[config.mk]
export PLATFORM = sky130hd
export DESIGN_NAME = cfr_top
export DESIGN_NICKNAME = d
export VERILOG_FILES = /design/src/design/cfr_pkg.sv /design/src/design/cfr_sync.sv /design/src/design/cfr_top.sv
export VERILOG_INCLUDE_DIRS = /design/src /design/src/design
export SDC_FILE = /design/constraint.sdc
export NUM_CORES = 1
export LEC_CHECK = 0
export ABC_CLOCK_PERIOD_IN_PS = 3500
export BUFFER_PORTS_ARGS = -buffer_cell sky130_fd_sc_hd__buf_2
export CAP_MARGIN = 20
export CORE_UTILIZATION = 30
export DETAILED_ROUTE_END_ITERATION = 6
export PLACE_DENSITY_LB_ADDON = 0.15
export SETUP_SLACK_MARGIN = 0.3
export SLEW_MARGIN = 40
export SYNTH_ARGS = -nofsm -noshare
export SYNTH_HDL_FRONTEND = slang
export SYNTH_SLANG_ARGS = --single-unit
[constraint.sdc]
create_clock -name mclk -period 3.5 [get_ports mclk]
set_input_delay 0.175 -clock mclk [delete_from_list [all_inputs] [get_ports mclk]]
set_output_delay 0.175 -clock mclk [all_outputs]
set_load 0.005 [all_outputs]
[src/design/cfr_defines.svh]
// Constants for the clamp flag, temperature selection and reference configuration block
`ifndef CFR_DEFINES_SVH
`define CFR_DEFINES_SVH
`define CFR_NUM_INPUTS        16
`define CFR_TEMP_CHAN_CODE    5'h0F
`define CFR_CHAN_CODE_BITS    5
`define CFR_REF_RANGE_OPTIONS 3'h5
`define CFR_REF_RANGE_RST     3'h0
`define CFR_REF_LOWCUR_RST    1'h1
`define CFR_OSR_ONE           2'h0
`define CFR_CODING_UNIPOLAR   1'h0
`define CFR_POR_CYCLES        8'h10
`endif

[src/design/cfr_pkg.sv]
// Types shared by the clamp flag and configuration block
package cfr_pkg;
   typedef enum logic [1:0] {
      CFR_SEQ_OFF,
      CFR_SEQ_STANDARD,
      CFR_SEQ_ADVANCED,
      CFR_SEQ_COMMAND
   } cfr_seq_mode_t;
   typedef enum {
      CFR_POR_IDLE,
      CFR_POR_LOAD,
      CFR_POR_DONE
   } cfr_por_state_t;
endpackage

[src/design/cfr_sync.sv]
// Two-stage level synchroniser, parameterised width
`timescale 1ns/1ns
module cfr_sync #(
   parameter int WIDTH = 1
) (
   input  wire logic             mclk,
   input  wire logic             srst,
   input  wire logic [WIDTH-1:0] async_in,
   output logic      [WIDTH-1:0] sync_out
);
   logic [WIDTH-1:0] stage1;
   logic [WIDTH-1:0] next_stage1;
   logic [WIDTH-1:0] next_sync_out;

   always_comb begin
      next_stage1   = async_in;
      next_sync_out = stage1;
      if (srst) begin
         next_stage1   = '0;
         next_sync_out = '0;
      end
   end

   always_ff @(posedge mclk) begin
      stage1   <= next_stage1;
      sync_out <= next_sync_out;
   end
endmodule

[src/design/cfr_top.sv]
// Clamp flags, temperature sensor selection and reference configuration
`timescale 1ns/1ns
`include "cfr_defines.svh"
// Operation
// - Live clamp bit per each of 16 inputs
// - Sticky summary flag, cleared by read when idle
// - Live common input clamp bit
// - Clamp bits readable in register configuration mode
// - Alert status equals OR of input clamps
// - Optionally OR threshold alert into alert status
// - Sequencer appends temperature conversion after last channel
// - Channel code 0x0F selects temperature sensor
// - No threshold alerts for temperature results
// - Temperature results unipolar, no oversampling
// - Five-option reference range field
// - Reference low-current enable, set after reset
// - Core power-up loads all defaults
// - Power-on reset once both supplies present
module cfr_top
   import cfr_pkg::*;
#(
   parameter int NUM_INPUTS = `CFR_NUM_INPUTS
) (
   input  wire logic                  mclk,
   input  wire logic                  srst,
   input  wire logic                  io_supply_good,
   input  wire logic                  core_supply_good,
   input  wire logic [NUM_INPUTS-1:0] input_clamp_raw,
   input  wire logic                  common_clamp_raw,
   input  wire logic                  reg_config_mode,
   input  wire logic                  status_read,
   input  wire logic                  alert_or_threshold_sel,
   input  wire logic                  threshold_alert,
   input  wire logic                  temp_enable_wr,
   input  wire logic                  temp_enable_in,
   input  wire cfr_seq_mode_t         seq_mode,
   input  wire logic                  seq_last_channel_done,
   input  wire logic                  cmd_code_valid,
   input  wire logic [4:0]            cmd_channel_code,
   input  wire logic                  cfg_low_kickback,
   input  wire logic [1:0]            cfg_oversampling_ratio,
   input  wire logic                  cfg_coding,
   input  wire logic                  thresh_hit_raw,
   input  wire logic                  ref_range_wr,
   input  wire logic [2:0]            ref_range_in,
   input  wire logic                  ref_lowcur_wr,
   input  wire logic                  ref_lowcur_in,
   output logic      [NUM_INPUTS-1:0] input_clamp_active_bit,
   output logic                       common_input_clamp_bit,
   output logic                       clamp_summary_flag,
   output logic      [NUM_INPUTS-1:0] clamp_state_view,
   output logic                       clamp_view_valid,
   output logic                       overvoltage_alert_status_bit,
   output logic                       temp_enable,
   output logic                       temp_convert,
   output logic                       eff_low_kickback,
   output logic      [1:0]            eff_oversampling_ratio,
   output logic                       eff_coding,
   output logic                       threshold_alert_out,
   output logic      [2:0]            ref_range,
   output logic                       reference_low_current_enable,
   output logic                       por_active,
   output logic                       core_ready
);
   // Vector ports and the OR tree are sized for at most one word of inputs
   if (NUM_INPUTS < 1 || NUM_INPUTS > 32) begin : g_bad_inputs
      $error("NUM_INPUTS out of range");
   end

   function automatic logic is_temp_code(input logic [4:0] code);
      return code == `CFR_TEMP_CHAN_CODE;
   endfunction

   // Raw comparators and supply detectors are asynchronous
   logic [NUM_INPUTS-1:0] clamp_sync;
   logic                  common_sync;
   logic                  io_good_sync;
   logic                  core_good_sync;

   cfr_sync #(.WIDTH(NUM_INPUTS)) u_sync_clamp (
      .mclk     (mclk),
      .srst     (srst),
      .async_in (input_clamp_raw),
      .sync_out (clamp_sync)
   );
   cfr_sync #(.WIDTH(3)) u_sync_misc (
      .mclk     (mclk),
      .srst     (srst),
      .async_in ({common_clamp_raw, io_supply_good, core_supply_good}),
      .sync_out ({common_sync, io_good_sync, core_good_sync})
   );

   // Power-on reset sequencing
   cfr_por_state_t por_state;
   cfr_por_state_t next_por_state;
   logic [7:0]     por_count;
   logic [7:0]     next_por_count;
   logic           next_por_active;
   logic           next_core_ready;
   logic           both_good;
   logic           load_defaults;

   assign both_good     = io_good_sync && core_good_sync;
   assign load_defaults = srst || (por_state != CFR_POR_DONE);

   always_comb begin
      next_por_state  = por_state;
      next_por_count  = por_count;
      case (por_state)
         CFR_POR_IDLE: begin
            next_por_count = '0;
            if (both_good)
               next_por_state = CFR_POR_LOAD;
         end
         CFR_POR_LOAD: begin
            next_por_count = por_count + 8'h01;
            if (!both_good)
               next_por_state = CFR_POR_IDLE;
            else if (por_count == `CFR_POR_CYCLES - 8'h01)
               next_por_state = CFR_POR_DONE;
         end
         CFR_POR_DONE: begin
            // Losing either supply erases the configuration
            if (!both_good)
               next_por_state = CFR_POR_IDLE;
         end
         default: next_por_state = CFR_POR_IDLE;
      endcase
      if (srst) begin
         next_por_state = CFR_POR_IDLE;
         next_por_count = '0;
      end
      next_por_active = (next_por_state != CFR_POR_DONE);
      next_core_ready = (next_por_state == CFR_POR_DONE);
   end

   always_ff @(posedge mclk) begin
      por_state  <= next_por_state;
      por_count  <= next_por_count;
      por_active <= next_por_active;
      core_ready <= next_core_ready;
   end

   // Clamp status
   logic [NUM_INPUTS-1:0] next_input_clamp;
   logic                  next_common;
   logic                  next_summary;
   logic [NUM_INPUTS-1:0] next_view;
   logic                  next_view_valid;
   logic                  next_alert;
   logic                  any_clamp;

   assign any_clamp = |clamp_sync;

   always_comb begin
      next_input_clamp = clamp_sync;
      next_common      = common_sync;
      // Set wins over a clearing read
      next_summary     = clamp_summary_flag;
      if (status_read && !any_clamp)
         next_summary = 1'b0;
      if (any_clamp)
         next_summary = 1'b1;
      next_view_valid  = reg_config_mode;
      next_view        = reg_config_mode ? clamp_sync : clamp_state_view;
      next_alert       = any_clamp || (alert_or_threshold_sel && threshold_alert);
      if (load_defaults) begin
         next_input_clamp = '0;
         next_common      = 1'b0;
         next_summary     = 1'b0;
         next_view        = '0;
         next_view_valid  = 1'b0;
         next_alert       = 1'b0;
      end
   end

   always_ff @(posedge mclk) begin
      input_clamp_active_bit       <= next_input_clamp;
      common_input_clamp_bit       <= next_common;
      clamp_summary_flag           <= next_summary;
      clamp_state_view             <= next_view;
      clamp_view_valid             <= next_view_valid;
      overvoltage_alert_status_bit <= next_alert;
   end

   // Temperature sensor selection and forced conversion settings
   logic       next_temp_enable;
   logic       next_temp_convert;
   logic       next_eff_lk;
   logic [1:0] next_eff_osr;
   logic       next_eff_coding;
   logic       next_thr_out;
   logic       seq_on;
   logic       cmd_on;

   assign seq_on = (seq_mode == CFR_SEQ_STANDARD) || (seq_mode == CFR_SEQ_ADVANCED);
   assign cmd_on = (seq_mode == CFR_SEQ_COMMAND);

   always_comb begin
      next_temp_enable  = temp_enable_wr ? temp_enable_in : temp_enable;
      next_temp_convert = 1'b0;
      if (seq_on && temp_enable && seq_last_channel_done)
         next_temp_convert = 1'b1;
      if (cmd_on && cmd_code_valid && is_temp_code(cmd_channel_code))
         next_temp_convert = 1'b1;
      next_eff_lk     = next_temp_convert ? 1'b1 : cfg_low_kickback;
      next_eff_osr    = next_temp_convert ? `CFR_OSR_ONE : cfg_oversampling_ratio;
      next_eff_coding = next_temp_convert ? `CFR_CODING_UNIPOLAR : cfg_coding;
      next_thr_out    = thresh_hit_raw && !temp_convert;
      if (load_defaults) begin
         next_temp_enable  = 1'b0;
         next_temp_convert = 1'b0;
         next_eff_lk       = 1'b0;
         next_eff_osr      = `CFR_OSR_ONE;
         next_eff_coding   = `CFR_CODING_UNIPOLAR;
         next_thr_out      = 1'b0;
      end
   end

   always_ff @(posedge mclk) begin
      temp_enable            <= next_temp_enable;
      temp_convert           <= next_temp_convert;
      eff_low_kickback       <= next_eff_lk;
      eff_oversampling_ratio <= next_eff_osr;
      eff_coding             <= next_eff_coding;
      threshold_alert_out    <= next_thr_out;
   end

   // Reference configuration; consistency with low-kickback is the host's duty
   logic [2:0] next_ref_range;
   logic       next_ref_lowcur;

   always_comb begin
      next_ref_range  = ref_range;
      next_ref_lowcur = reference_low_current_enable;
      // Out-of-range codes are ignored so the field always holds a legal option
      if (ref_range_wr && ref_range_in < `CFR_REF_RANGE_OPTIONS)
         next_ref_range = ref_range_in;
      if (ref_lowcur_wr)
         next_ref_lowcur = ref_lowcur_in;
      if (load_defaults) begin
         next_ref_range  = `CFR_REF_RANGE_RST;
         next_ref_lowcur = `CFR_REF_LOWCUR_RST;
      end
   end

   always_ff @(posedge mclk) begin
      ref_range                    <= next_ref_range;
      reference_low_current_enable <= next_ref_lowcur;
   end

   // Checks
   property p_summary_sets;
      @(posedge mclk) disable iff (load_defaults)
      any_clamp |=> clamp_summary_flag;
   endproperty
   a_summary_sets: assert property (p_summary_sets) else $error("summary flag not set");

   property p_summary_holds;
      @(posedge mclk) disable iff (load_defaults)
      clamp_summary_flag && !status_read |=> clamp_summary_flag;
   endproperty
   a_summary_holds: assert property (p_summary_holds) else $error("summary flag dropped without read");

   // First edge after defaults still shows the cleared value, so skip it
   property p_live_bits;
      @(posedge mclk) disable iff (load_defaults)
      !$past(load_defaults) |-> input_clamp_active_bit == $past(clamp_sync);
   endproperty
   a_live_bits: assert property (p_live_bits) else $error("live clamp bits stale");

   property p_common_bit;
      @(posedge mclk) disable iff (load_defaults)
      !$past(load_defaults) |-> common_input_clamp_bit == $past(common_sync);
   endproperty
   a_common_bit: assert property (p_common_bit) else $error("common clamp bit stale");

   property p_alert;
      @(posedge mclk) disable iff (load_defaults)
      !alert_or_threshold_sel |=> overvoltage_alert_status_bit == $past(any_clamp);
   endproperty
   a_alert: assert property (p_alert) else $error("alert not OR of clamps");

   property p_alert_thr;
      @(posedge mclk) disable iff (load_defaults)
      alert_or_threshold_sel && threshold_alert |=> overvoltage_alert_status_bit;
   endproperty
   a_alert_thr: assert property (p_alert_thr) else $error("threshold alert not merged");

   property p_temp_forced;
      @(posedge mclk) disable iff (srst)
      temp_convert |-> eff_low_kickback && eff_oversampling_ratio == `CFR_OSR_ONE;
   endproperty
   a_temp_forced: assert property (p_temp_forced) else $error("temp settings not forced");

   property p_temp_code;
      @(posedge mclk) disable iff (load_defaults)
      cmd_on && cmd_code_valid && is_temp_code(cmd_channel_code) |=> temp_convert;
   endproperty
   a_temp_code: assert property (p_temp_code) else $error("temp code not decoded");

   property p_no_temp_thr;
      @(posedge mclk) disable iff (load_defaults)
      temp_convert |=> !threshold_alert_out;
   endproperty
   a_no_temp_thr: assert property (p_no_temp_thr) else $error("threshold on temperature");

   property p_lowcur_default;
      @(posedge mclk)
      srst |=> reference_low_current_enable;
   endproperty
   a_lowcur_default: assert property (p_lowcur_default) else $error("low-current not default on");
endmodule

Word level (Yosys, flattened, before mapping) --
Cells that the tools add are included.
Storage, ports and cells: flip-flop bits (word level) 127, input port bits 47
Operators by class: $add $sub $neg 1, order comparisons 1, equality and inequality tests 10, muxes and demuxes 12, reductions and logical operators 19
Operators by type and width (number):
- 32-bit two-way mux | 5
- 32-bit case mux with 3 select lines | 1
- 32-bit by 3-bit != test with 1-bit output (second input constant) | 2
- 32-bit by 1-bit == test with 1-bit output (second input constant) | 1
- 32-bit by 2-bit == test with 1-bit output (second input constant) | 1
- 32-bit by 3-bit == test with 1-bit output (second input constant) | 1
- 32-bit zero test | 1
- 8-bit case mux with 2 select lines | 1
- 16-bit OR reduction | 1
- 1-bit logical AND | 9
- 8-bit by 1-bit adder with 8-bit output (second input constant) | 1
- 8-bit by 4-bit == test with 1-bit output (second input constant) | 1
- 5-bit by 4-bit == test with 1-bit output (second input constant) | 1
- 1-bit two-way mux | 5
- 2-bit == test (second input constant) | 2
- 2-bit nonzero test | 2
- 1-bit logical OR | 3
- 3-bit < comparator (second input constant) | 1
- 2-bit by 1-bit == test with 1-bit output (second input constant) | 1
- 1-bit zero test | 2
- 2-bit OR reduction | 1

Longest topological paths before layout --
Gate-level depths: netlist of run 1.
word-level depth 7, depth in mapped cells 6, gate-level depth less buffers 5

By module --
From an unflattened synthesis of run 1, not the netlist that was laid out.
Unflattened totals: cell total of the unflattened synthesis 338, area total of the unflattened synthesis 4066.4 µm²
Modules (own cells, without submodules):
- cfr_top | instances 1, cells an instance 259, area an instance 3045.4 µm², sequential area each 1781.7 µm²
- cfr_sync (u_sync_clamp) | instances 1, cells an instance 67, area an instance 863.3 µm², sequential area each 640.6 µm²
- cfr_sync (u_sync_misc) | instances 1, cells an instance 12, area an instance 157.7 µm², sequential area each 120.1 µm²

Worst setup path after synthesis of run 1 --
OpenSTA, ideal clock, no wires.
path kind register -> register, start point reg por_state[19], end point reg por_count[2], setup time 0.070 ns, arrival 1.492 ns, slack 1.938 ns, stages on the path, launching flop included 6, path buffers 1, cells stage by stage dfxtp_1 nor4_1 nand4_1 buf_2 or4_1 a21oi_1
On the way: word-level cells in the longest chain between the ends 2, elaborated cells between the ends (all ways) 4
RTL lines:
- start, declared | line cfr_top.sv:94 | cfr_por_state_t por_state;
- start signal, assigned | line cfr_top.sv:138 | por_state <= next_por_state;
- 32-bit by 1-bit == test with 1-bit output or 32-bit zero test (tied branches) | line cfr_top.sv:109 | case (por_state)
- 8-bit case mux with 2 select lines or 2-bit nonzero test (tied branches)
- end signal, assigned | line cfr_top.sv:139 | por_count <= next_por_count;
- end, declared | line cfr_top.sv:96 | logic [7:0] por_count;
Several ways; a longest one is shown, not always the timed one. A chain may end at the register's enable or synchronous reset.

Worst setup path in the final report of run 1 --
start point reg por_state[24], end point reg threshold_alert_out
On the way: word-level cells in the longest chain between the ends 2
RTL lines:
- 32-bit by 3-bit != test with 1-bit output | line cfr_top.sv:104 | assign load_defaults = srst || (por_state != CFR_POR_DONE);
- 1-bit logical OR | line cfr_top.sv:104
- end signal, assigned | line cfr_top.sv:226 | threshold_alert_out <= next_thr_out;
- end, declared | line cfr_top.sv:59 | output logic threshold_alert_out,
Every way passes these cells.

==> flow_summary.toml, run 1 <==
[logic_synthesis]
synth-seq-area-share = 0.6467
synth-warning-count = 0
synth.top_cell.area_share = 0.6467
yosys.area_share.xor_xnor = 0
syn-instance-count = 339
synth_top_family_by_area = "simple AND/OR/NAND/NOR gates"
yosys.area_share.simple = 0.2292
yosys.cell_types.count = 40
post_synth.cell_area_avg_um2 = 11.60
netlist_top_cells_area = "dfxtp_1 (65%), nor2b_1 (6.5%), mux2i_1 (4.6%)"
syn_area_um2 = 3931
synth_top_cell_by_area = "dfxtp_1"
synth-compound-area-share = 0.04328
yosys.area_share.adder = 0.006365
synth.mux.area_fraction = 0.04583
yosys_register_bits = 127

[final_layout]
insertedDiodeCount = 0
design.final.nets = 544
layout.cells.most_common = "dfxtp_1"
final_cell_mix = "dfxtp_1 (127), buf_2 (94), nor2b_1 (41)"
post_route_cells_drive_above_1_share = 0.3012
area_growth_pct = 41.85
fillers = 1246
instances_no_fill = 680
multiInputGateArea_um2 = 1394
layout.area.seq_um2 = 2542
total_non_filler_cell_area_in_the_finished_layout_um2 = 5577

[floorplan]
core_region_area_um2 = 12720
die_area_um2 = 13570
initial_utilization = 0.3090
fp.dieW_um = 116.5
rows = 41
die_h_um = 116.5
ioPinCount = 96

[clock_network]
clock_pin_slew_worst_setup_and_hold_paths_ps = 50
worst_skew_pair.late_latency_ps = 410
cts_setup_buffers = 0
clock_tree_from_tritoncts = "done"
max-clock-path-buffers = 2
cts.htree.levels = 4
clock_sinks = 127
cts-root-buf = "clkbuf_16"
cts_made_buffers = 17

[sta]
fin_crit_ps = 2203
hold_violations_final = 0
finClkSkew_ps = 9.089
worst_slew_pin_slew_ps = 521.8
slew_headroom = 0.6489
setup_total_negative_slack_ps = 0
fmaxAchievable_mhz = 453.9
rsz0062_at_grt = "no"
period_share = 0.6294
timing_max_transition_violations_final = 0
setup_violations = 0

[hold_path]
hold_start = "temp_enable_in"
worst_hold_path.endpoint = "temp_enable"
worstHoldPathType = "in2reg"
worst_hold_path.num_cells = 3

[status]
status = "completed"

[route]
drtIter0Drc = 129
drt_wl_total_um = 7678
routed_via_density = 4.032
first_pass_iters = 4
route.vias.total = 2742
route.detailed.drc = 0
routed_length_per_placed_instance_um = 11.29
postRouteAntennaNets = 0

[critical_path]
crit_buf_inv = 1
worst-r2r-cell-count = 5
rr_endpoint = "threshold_alert_out"
cp_startpoint_kind = "register"
critical_path_arrival_ps = 2530
timing.setup.critical_path_class = "reg2reg"
slowest_cell_delay_on_critical_path_ps = 510
worst_ep_required_time_ps = 3830
critical_path_peak_fanout = 27
reg2reg_slack_ps = 1300
cell_by_cell_trace_of_the_critical_path = "nor4_1, nand4_1, or3_1, buf_4, nor3b_1"
cp_num_cells = 5
critical_path.slowest_cell = "or3_1"
setup_crit_end_kind = "register"
timing.critical_path.max_delay_family = "simple AND/OR/NAND/NOR gates"
critical_path.reg2reg.startpoint = "por_state[24]"

[placed_design]
placedInstanceArea_um2 = 4674
dpl.cell_count = 623
gp_congestion = 0.6859
hpwl_um = 5120
port_buffer_cells = 95

[global_route]
antenna_found_initial = 0
globalRouteTotalUtil = 0.1195
grt_util_met3 = 0.05241
use_met1 = 0.1284
vias_in_the_first_global_route = 2559
grt_max_degree = 52
busiest_layer_in_global_routing = "met2"
grt_overflow_total = 0
grt_first_pass_wirelength_um = 11830
global_route.usage.met2 = 0.1933

[power_and_ir_drop]
power-per-cell-area_nw_per_um2 = 627.0
vdd_drop_max_mv = 0.3052
leakagePower_nw = 2.401

[flow_run]
cap_violations = 0
[cell usage after synthesis]
cell type and n:
and3b_1 1, and4_1 1, buf_2 2, nand4_1 6
and4_2 1, a311oi_1 2, nor3_1 8, and2_1 19
o31ai_1 1, o21a_1 1, a21oi_1 8, nor3b_1 1
conb_1 1, or4b_1 1, mux2i_1 18, or3_1 6
buf_6 2, nor4_4 2, nor2b_1 41, buf_4 2
nor2_2 19, nor4_2 2, nor4_1 7, ha_1 2
o32ai_1 3, o21bai_1 1, nand3_1 6, nor2_1 5
a31oi_1 1, o21ai_0 7, nand4b_1 2, or4_1 2
inv_1 8, clkbuf_2 1, a211oi_1 3, nand2_1 9
and2b_1 1, clkbuf_1 7, nand2b_1 2, dfxtp_1 127
[cell families after synthesis]
logic type	Yosys count
flops	127
buf+inv	22
other cells	1
fa+ha+maj	2
simple gates	142
mux	18
compound gates	27
[worst reg2reg max path, cell delays in order, from the launching register on]
cell	delay [ps]
dfxtp_1	290
nor4_1	370
nand4_1	480
or3_1	510
buf_4	270
nor3b_1	210
[cell type report]
| class | instances | area share |
|---|---|---|
| flip-flops and latches | 127 | 0.4559 |
| multi-input cells | 219 | 0.2499 |
| repair buffers | 122 | 0.1333 |
| clock buffers | 23 | 0.08930 |
| well taps | 172 | 0.03859 |
| clock inverters | 9 | 0.02760 |
| inverters | 8 | 0.005385 |
[where the power goes]
group	total [mW]	internal, mW	leakage [nW]	switching (mW)
registers	1.50	1.49	1.04	0.0164
clock network	1.89	1.28	0.315	0.605
logic	0.104	0.0610	1.04	0.0434
total	3.50	2.83	2.40	0.665
[through the flow]
stage	power (mW)	utilization	hold slack, ps	worst slack [ps]
final	3.497	0.4383	17.87	1297
after global routing	3.623	0.4383	22.53	1034
after detailed placement	1.618	0.3674	385.4	1284
after floorplan	1.577	-	295.1	1938
after CTS	3.547	0.4383	4.272	1276
after global placement	1.615	0.3672	385.6	1362
[how the worst max path moves through the flow]
| stage | from | to |
|---|---|---|
| after floorplan | por_state[19] | por_count[2] |
| after global placement | por_state[24] | threshold_alert_out |
| after detailed placement | por_state[24] | threshold_alert_out |
| after CTS | por_state[24] | threshold_alert_out |
| after global routing | por_state[24] | threshold_alert_out |
| final | por_state[24] | threshold_alert_out |
[flip-flops by register name, indices dropped and copies added (netlist names), 2 cells and up]
register,flops
u_sync_misc.stage1,3
u_sync_clamp.sync_out,16
ref_range,3
por_state,32
eff_oversampling_ratio,2
u_sync_misc.sync_out,3
clamp_state_view,16
por_count,8
input_clamp_active_bit,16
u_sync_clamp.stage1,16
[layer usage]
metal	vias to the layer above	wire length, um
li1	1431	-
met1	1211	3463
met2	81	3448
met3	19	581
met4	0	184
met5	-	0
[what timing repair did]
action,in CTS,in global routing
hold endpoints to repair,23,0
hold buffers,25,0
gates resized for setup,0,0
Note: power is estimated with default switching activity, not from simulation.
==> inputs of run 2 (changes only) <==
--- a/config.mk
+++ b/config.mk
@@ -6,7 +6,8 @@
 export SDC_FILE = /design/constraint.sdc
 export NUM_CORES = 1
 export LEC_CHECK = 0
-export ABC_CLOCK_PERIOD_IN_PS = 3500
+export ABC_AREA = 1
+export ABC_CLOCK_PERIOD_IN_PS = 2000
 export BUFFER_PORTS_ARGS = -buffer_cell sky130_fd_sc_hd__buf_2
 export CAP_MARGIN = 20
 export CORE_UTILIZATION = 30
==> constraint.sdc (replaced) <==
create_clock -name mclk -period 2 [get_ports mclk]
set_input_delay 0.1 -clock mclk [delete_from_list [all_inputs] [get_ports mclk]]
set_output_delay 0.1 -clock mclk [all_outputs]
set_load 0.005 [all_outputs]
==> run 2 against run 1 <==
  * Maximum frequency up 41%
  * Register-to-register slack worse by 860 ps
  * Via count up 17%
  * Die area up 2.3%
  * Routed wire length up 9.0%
  * Utilization up 1.2 points
  * Critical path type unchanged
  * Clock power up 59%
  * Cell count up 22%
  * Worst hold slack better by 36 ps
  * Largest power group unchanged
==> flow_summary.toml, run 2 <==
[status]
status = "completed"

[logic_synthesis]
synth-warning-count = 0
yosys_register_bits = 127
synth-seq-area-share = 0.6320
count_of_flip_flops_with_a_built_in_enable_after_synthesis = 0
netlist_top_cells_area = "dfxtp_1 (63%), nor2_1 (9.1%), nand2_1 (7.4%)"
synth.top_cell.area_share = 0.6320
post_synth.cell_area_avg_um2 = 8.541
synth_top_flop_cell = "dfxtp_1"
synth_top_cell_by_area = "dfxtp_1"
yosys.cell_types.count = 29
ys_async_sr_fraction = 0
synthTopCellsByCount = "dfxtp_1 (127), nor2_1 (97), nand2_1 (79), inv_1 (78), a21oi_1 (32)"
syn_area_um2 = 4023
syn-instance-count = 471
synth.most_common_cell = "dfxtp_1"

[power_and_ir_drop]
power.clock.fraction = 0.515
power-per-cell-area_nw_per_um2 = 1013
leakagePower_nw = 2.679
cell_int_power_mw = 4.669
vdd_drop_max_mv = 0.4751
comb_power_share = 0.038
seq_power_share = 0.448
switchingPower_mw = 1.185
swShare = 0.2025
overall_power_consumption_mw = 5.854

[critical_path]
worst_ep_required_time_ps = 2310
timing.critical_path.max_delay_family = "simple AND/OR/NAND/NOR gates"
cell_by_cell_trace_of_the_critical_path = "inv_1, nand2_1, nor2_2, nand2_1, nor2_4, nand2_2, inv_2, nand2_2, a21oi_2, inv_2"
critical_path.slowest_cell = "dfxtp_1"
crit_buf_inv = 3
critical_path_peak_fanout = 6
slowest_cell_delay_on_critical_path_ps = 290
cp_startpoint_kind = "register"
setup_crit_end_kind = "register"
timing.setup.critical_path_class = "reg2reg"
critical_path_arrival_ps = 1870

[clock_network]
max-clock-path-buffers = 2
clock_tree_from_tritoncts = "done"
worst_skew_pair.late_latency_ps = 410
cts-root-buf = "clkbuf_16"
clock_sinks = 127
clock_pin_slew_worst_setup_and_hold_paths_ps = 50
cts_made_buffers = 17
cts.htree.levels = 4

[global_route]
antenna_found_initial = 0
grt_overflow_total = 0
globalRouteTotalUtil = 0.1243
grt_max_degree = 46
grt_first_pass_wirelength_um = 13330
vias_in_the_first_global_route = 3004

[hold_path]
worstHoldPathType = "in2reg"

[final_layout]
multiInputGateArea_um2 = 1231
total_non_filler_cell_area_in_the_finished_layout_um2 = 5781
layout.cells.most_common = "dfxtp_1"
final_util = 0.4507
registers.top_by_ff_count = "por_state"
fillers = 1292
area_growth_pct = 43.70
final_cell_mix = "dfxtp_1 (127), nor2_1 (97), buf_2 (95)"
layout.area.seq_um2 = 2542
post_route_cells_drive_above_1_share = 0.2219
largest_register_ffs = 32
design.final.nets = 694
insertedDiodeCount = 0

[route]
route.detailed.drc = 0
routed_length_per_placed_instance_um = 10.08
first_pass_iters = 4
routed_via_density = 3.857
drt_wl_total_um = 8366
route.vias.total = 3201
drtIter0Drc = 145
postRouteAntennaNets = 0

[floorplan]
fp.dieW_um = 117.8
ioPinCount = 96
rows = 41
die_area_um2 = 13880
die_h_um = 117.8
initial_utilization = 0.3137
core_region_area_um2 = 12820

[sta]
slew_headroom = 0.6283
period_share = 0.7796
fin_crit_ps = 1559
fmaxAchievable_mhz = 641.3
timing.hold.ws_ps = 54.06
setup_violations = 0
finClkSkew_ps = 7.742
worst_slew_pin_slew_ps = 554.1
setup_total_negative_slack_ps = 0
rsz0062_at_grt = "no"
timing_max_transition_violations_final = 0
hold_violations_final = 0

[placed_design]
placedInstanceArea_um2 = 4772
port_buffer_cells = 95
hpwl_um = 5411
gp_congestion = 0.7699

[flow_run]
cap_violations = 0
==> run 2: kinds of logic (layout without fill, tap and decap cells) <==
family,Yosys count,count (layout),share of synthesized area
adder cells (fa/ha/maj),2,2,0.006220
buffers and inverters,95,252,0.09362
multiplexers,2,2,0.004977
flip-flops,127,127,0.6320
AO/OA/AOI/OAI,40,40,0.05319
AND/OR/NAND/NOR,204,205,0.2090
other,1,30,0.0009322
==> run 2: area by class of cell <==
cell class	instances	area share
clock inverters	10	0.01905
clock buffers	22	0.08377
repair buffers	137	0.1532
flip-flops and latches	127	0.4398
inverters	83	0.05390
well taps	172	0.03723
multi-input cells	279	0.2130
==> run 2: worst paths after layout <==
check,start,endpoint,slack (ps),cells after the start
setup / recovery,por_state[17],por_active,440,10
hold / removal,ref_range_wr,ref_range[0],50,4
setup reg to reg,por_state[17],por_active,440,10
hold reg to reg,u_sync_clamp.stage1[6],u_sync_clamp.sync_out[6],390,2
==> run 2: tightest hold or removal path, cell delays in order <==
cell	delay, ps
buf_2	110
nand2_1	90
nand2_1	60
a21oi_1	50
==> run 2: metal layers <==
layer | global-route usage | up-vias | part of all wire
li1 | - | 1728 | -
met1 | 0.1434 | 1378 | 0.47
met2 | 0.1963 | 80 | 0.45
met3 | 0.04264 | 15 | 0.051
met4 | 0.07853 | 0 | 0.026
met5 | 0 | - | 0
==> run 2: metrics by stage <==
step	setup WS, ps	instances
global placement	385.6	757
finish	440.7	830
floorplan	709.6	500
detailed placement	324.8	757
CTS	310.6	827
global route	311.5	830
==> run 2: power groups by stage <==
stage	logic [mW]	registers [mW]	clock network, mW
after floorplan	0.0934	2.67	0
after global placement	0.161	2.67	0
after detailed placement	0.163	2.67	0
after CTS	0.220	2.62	3.09
after global routing	0.252	2.63	3.21
final	0.220	2.62	3.01
==> run 2: repair_timing <==
item                                   in CTS  in global routing
endpoints found under the hold margin      32                  0
gates resized for setup                     0                  3
setup endpoints to repair                   0                 25
hold buffers                               38                  0
buffers inserted                            0                  2
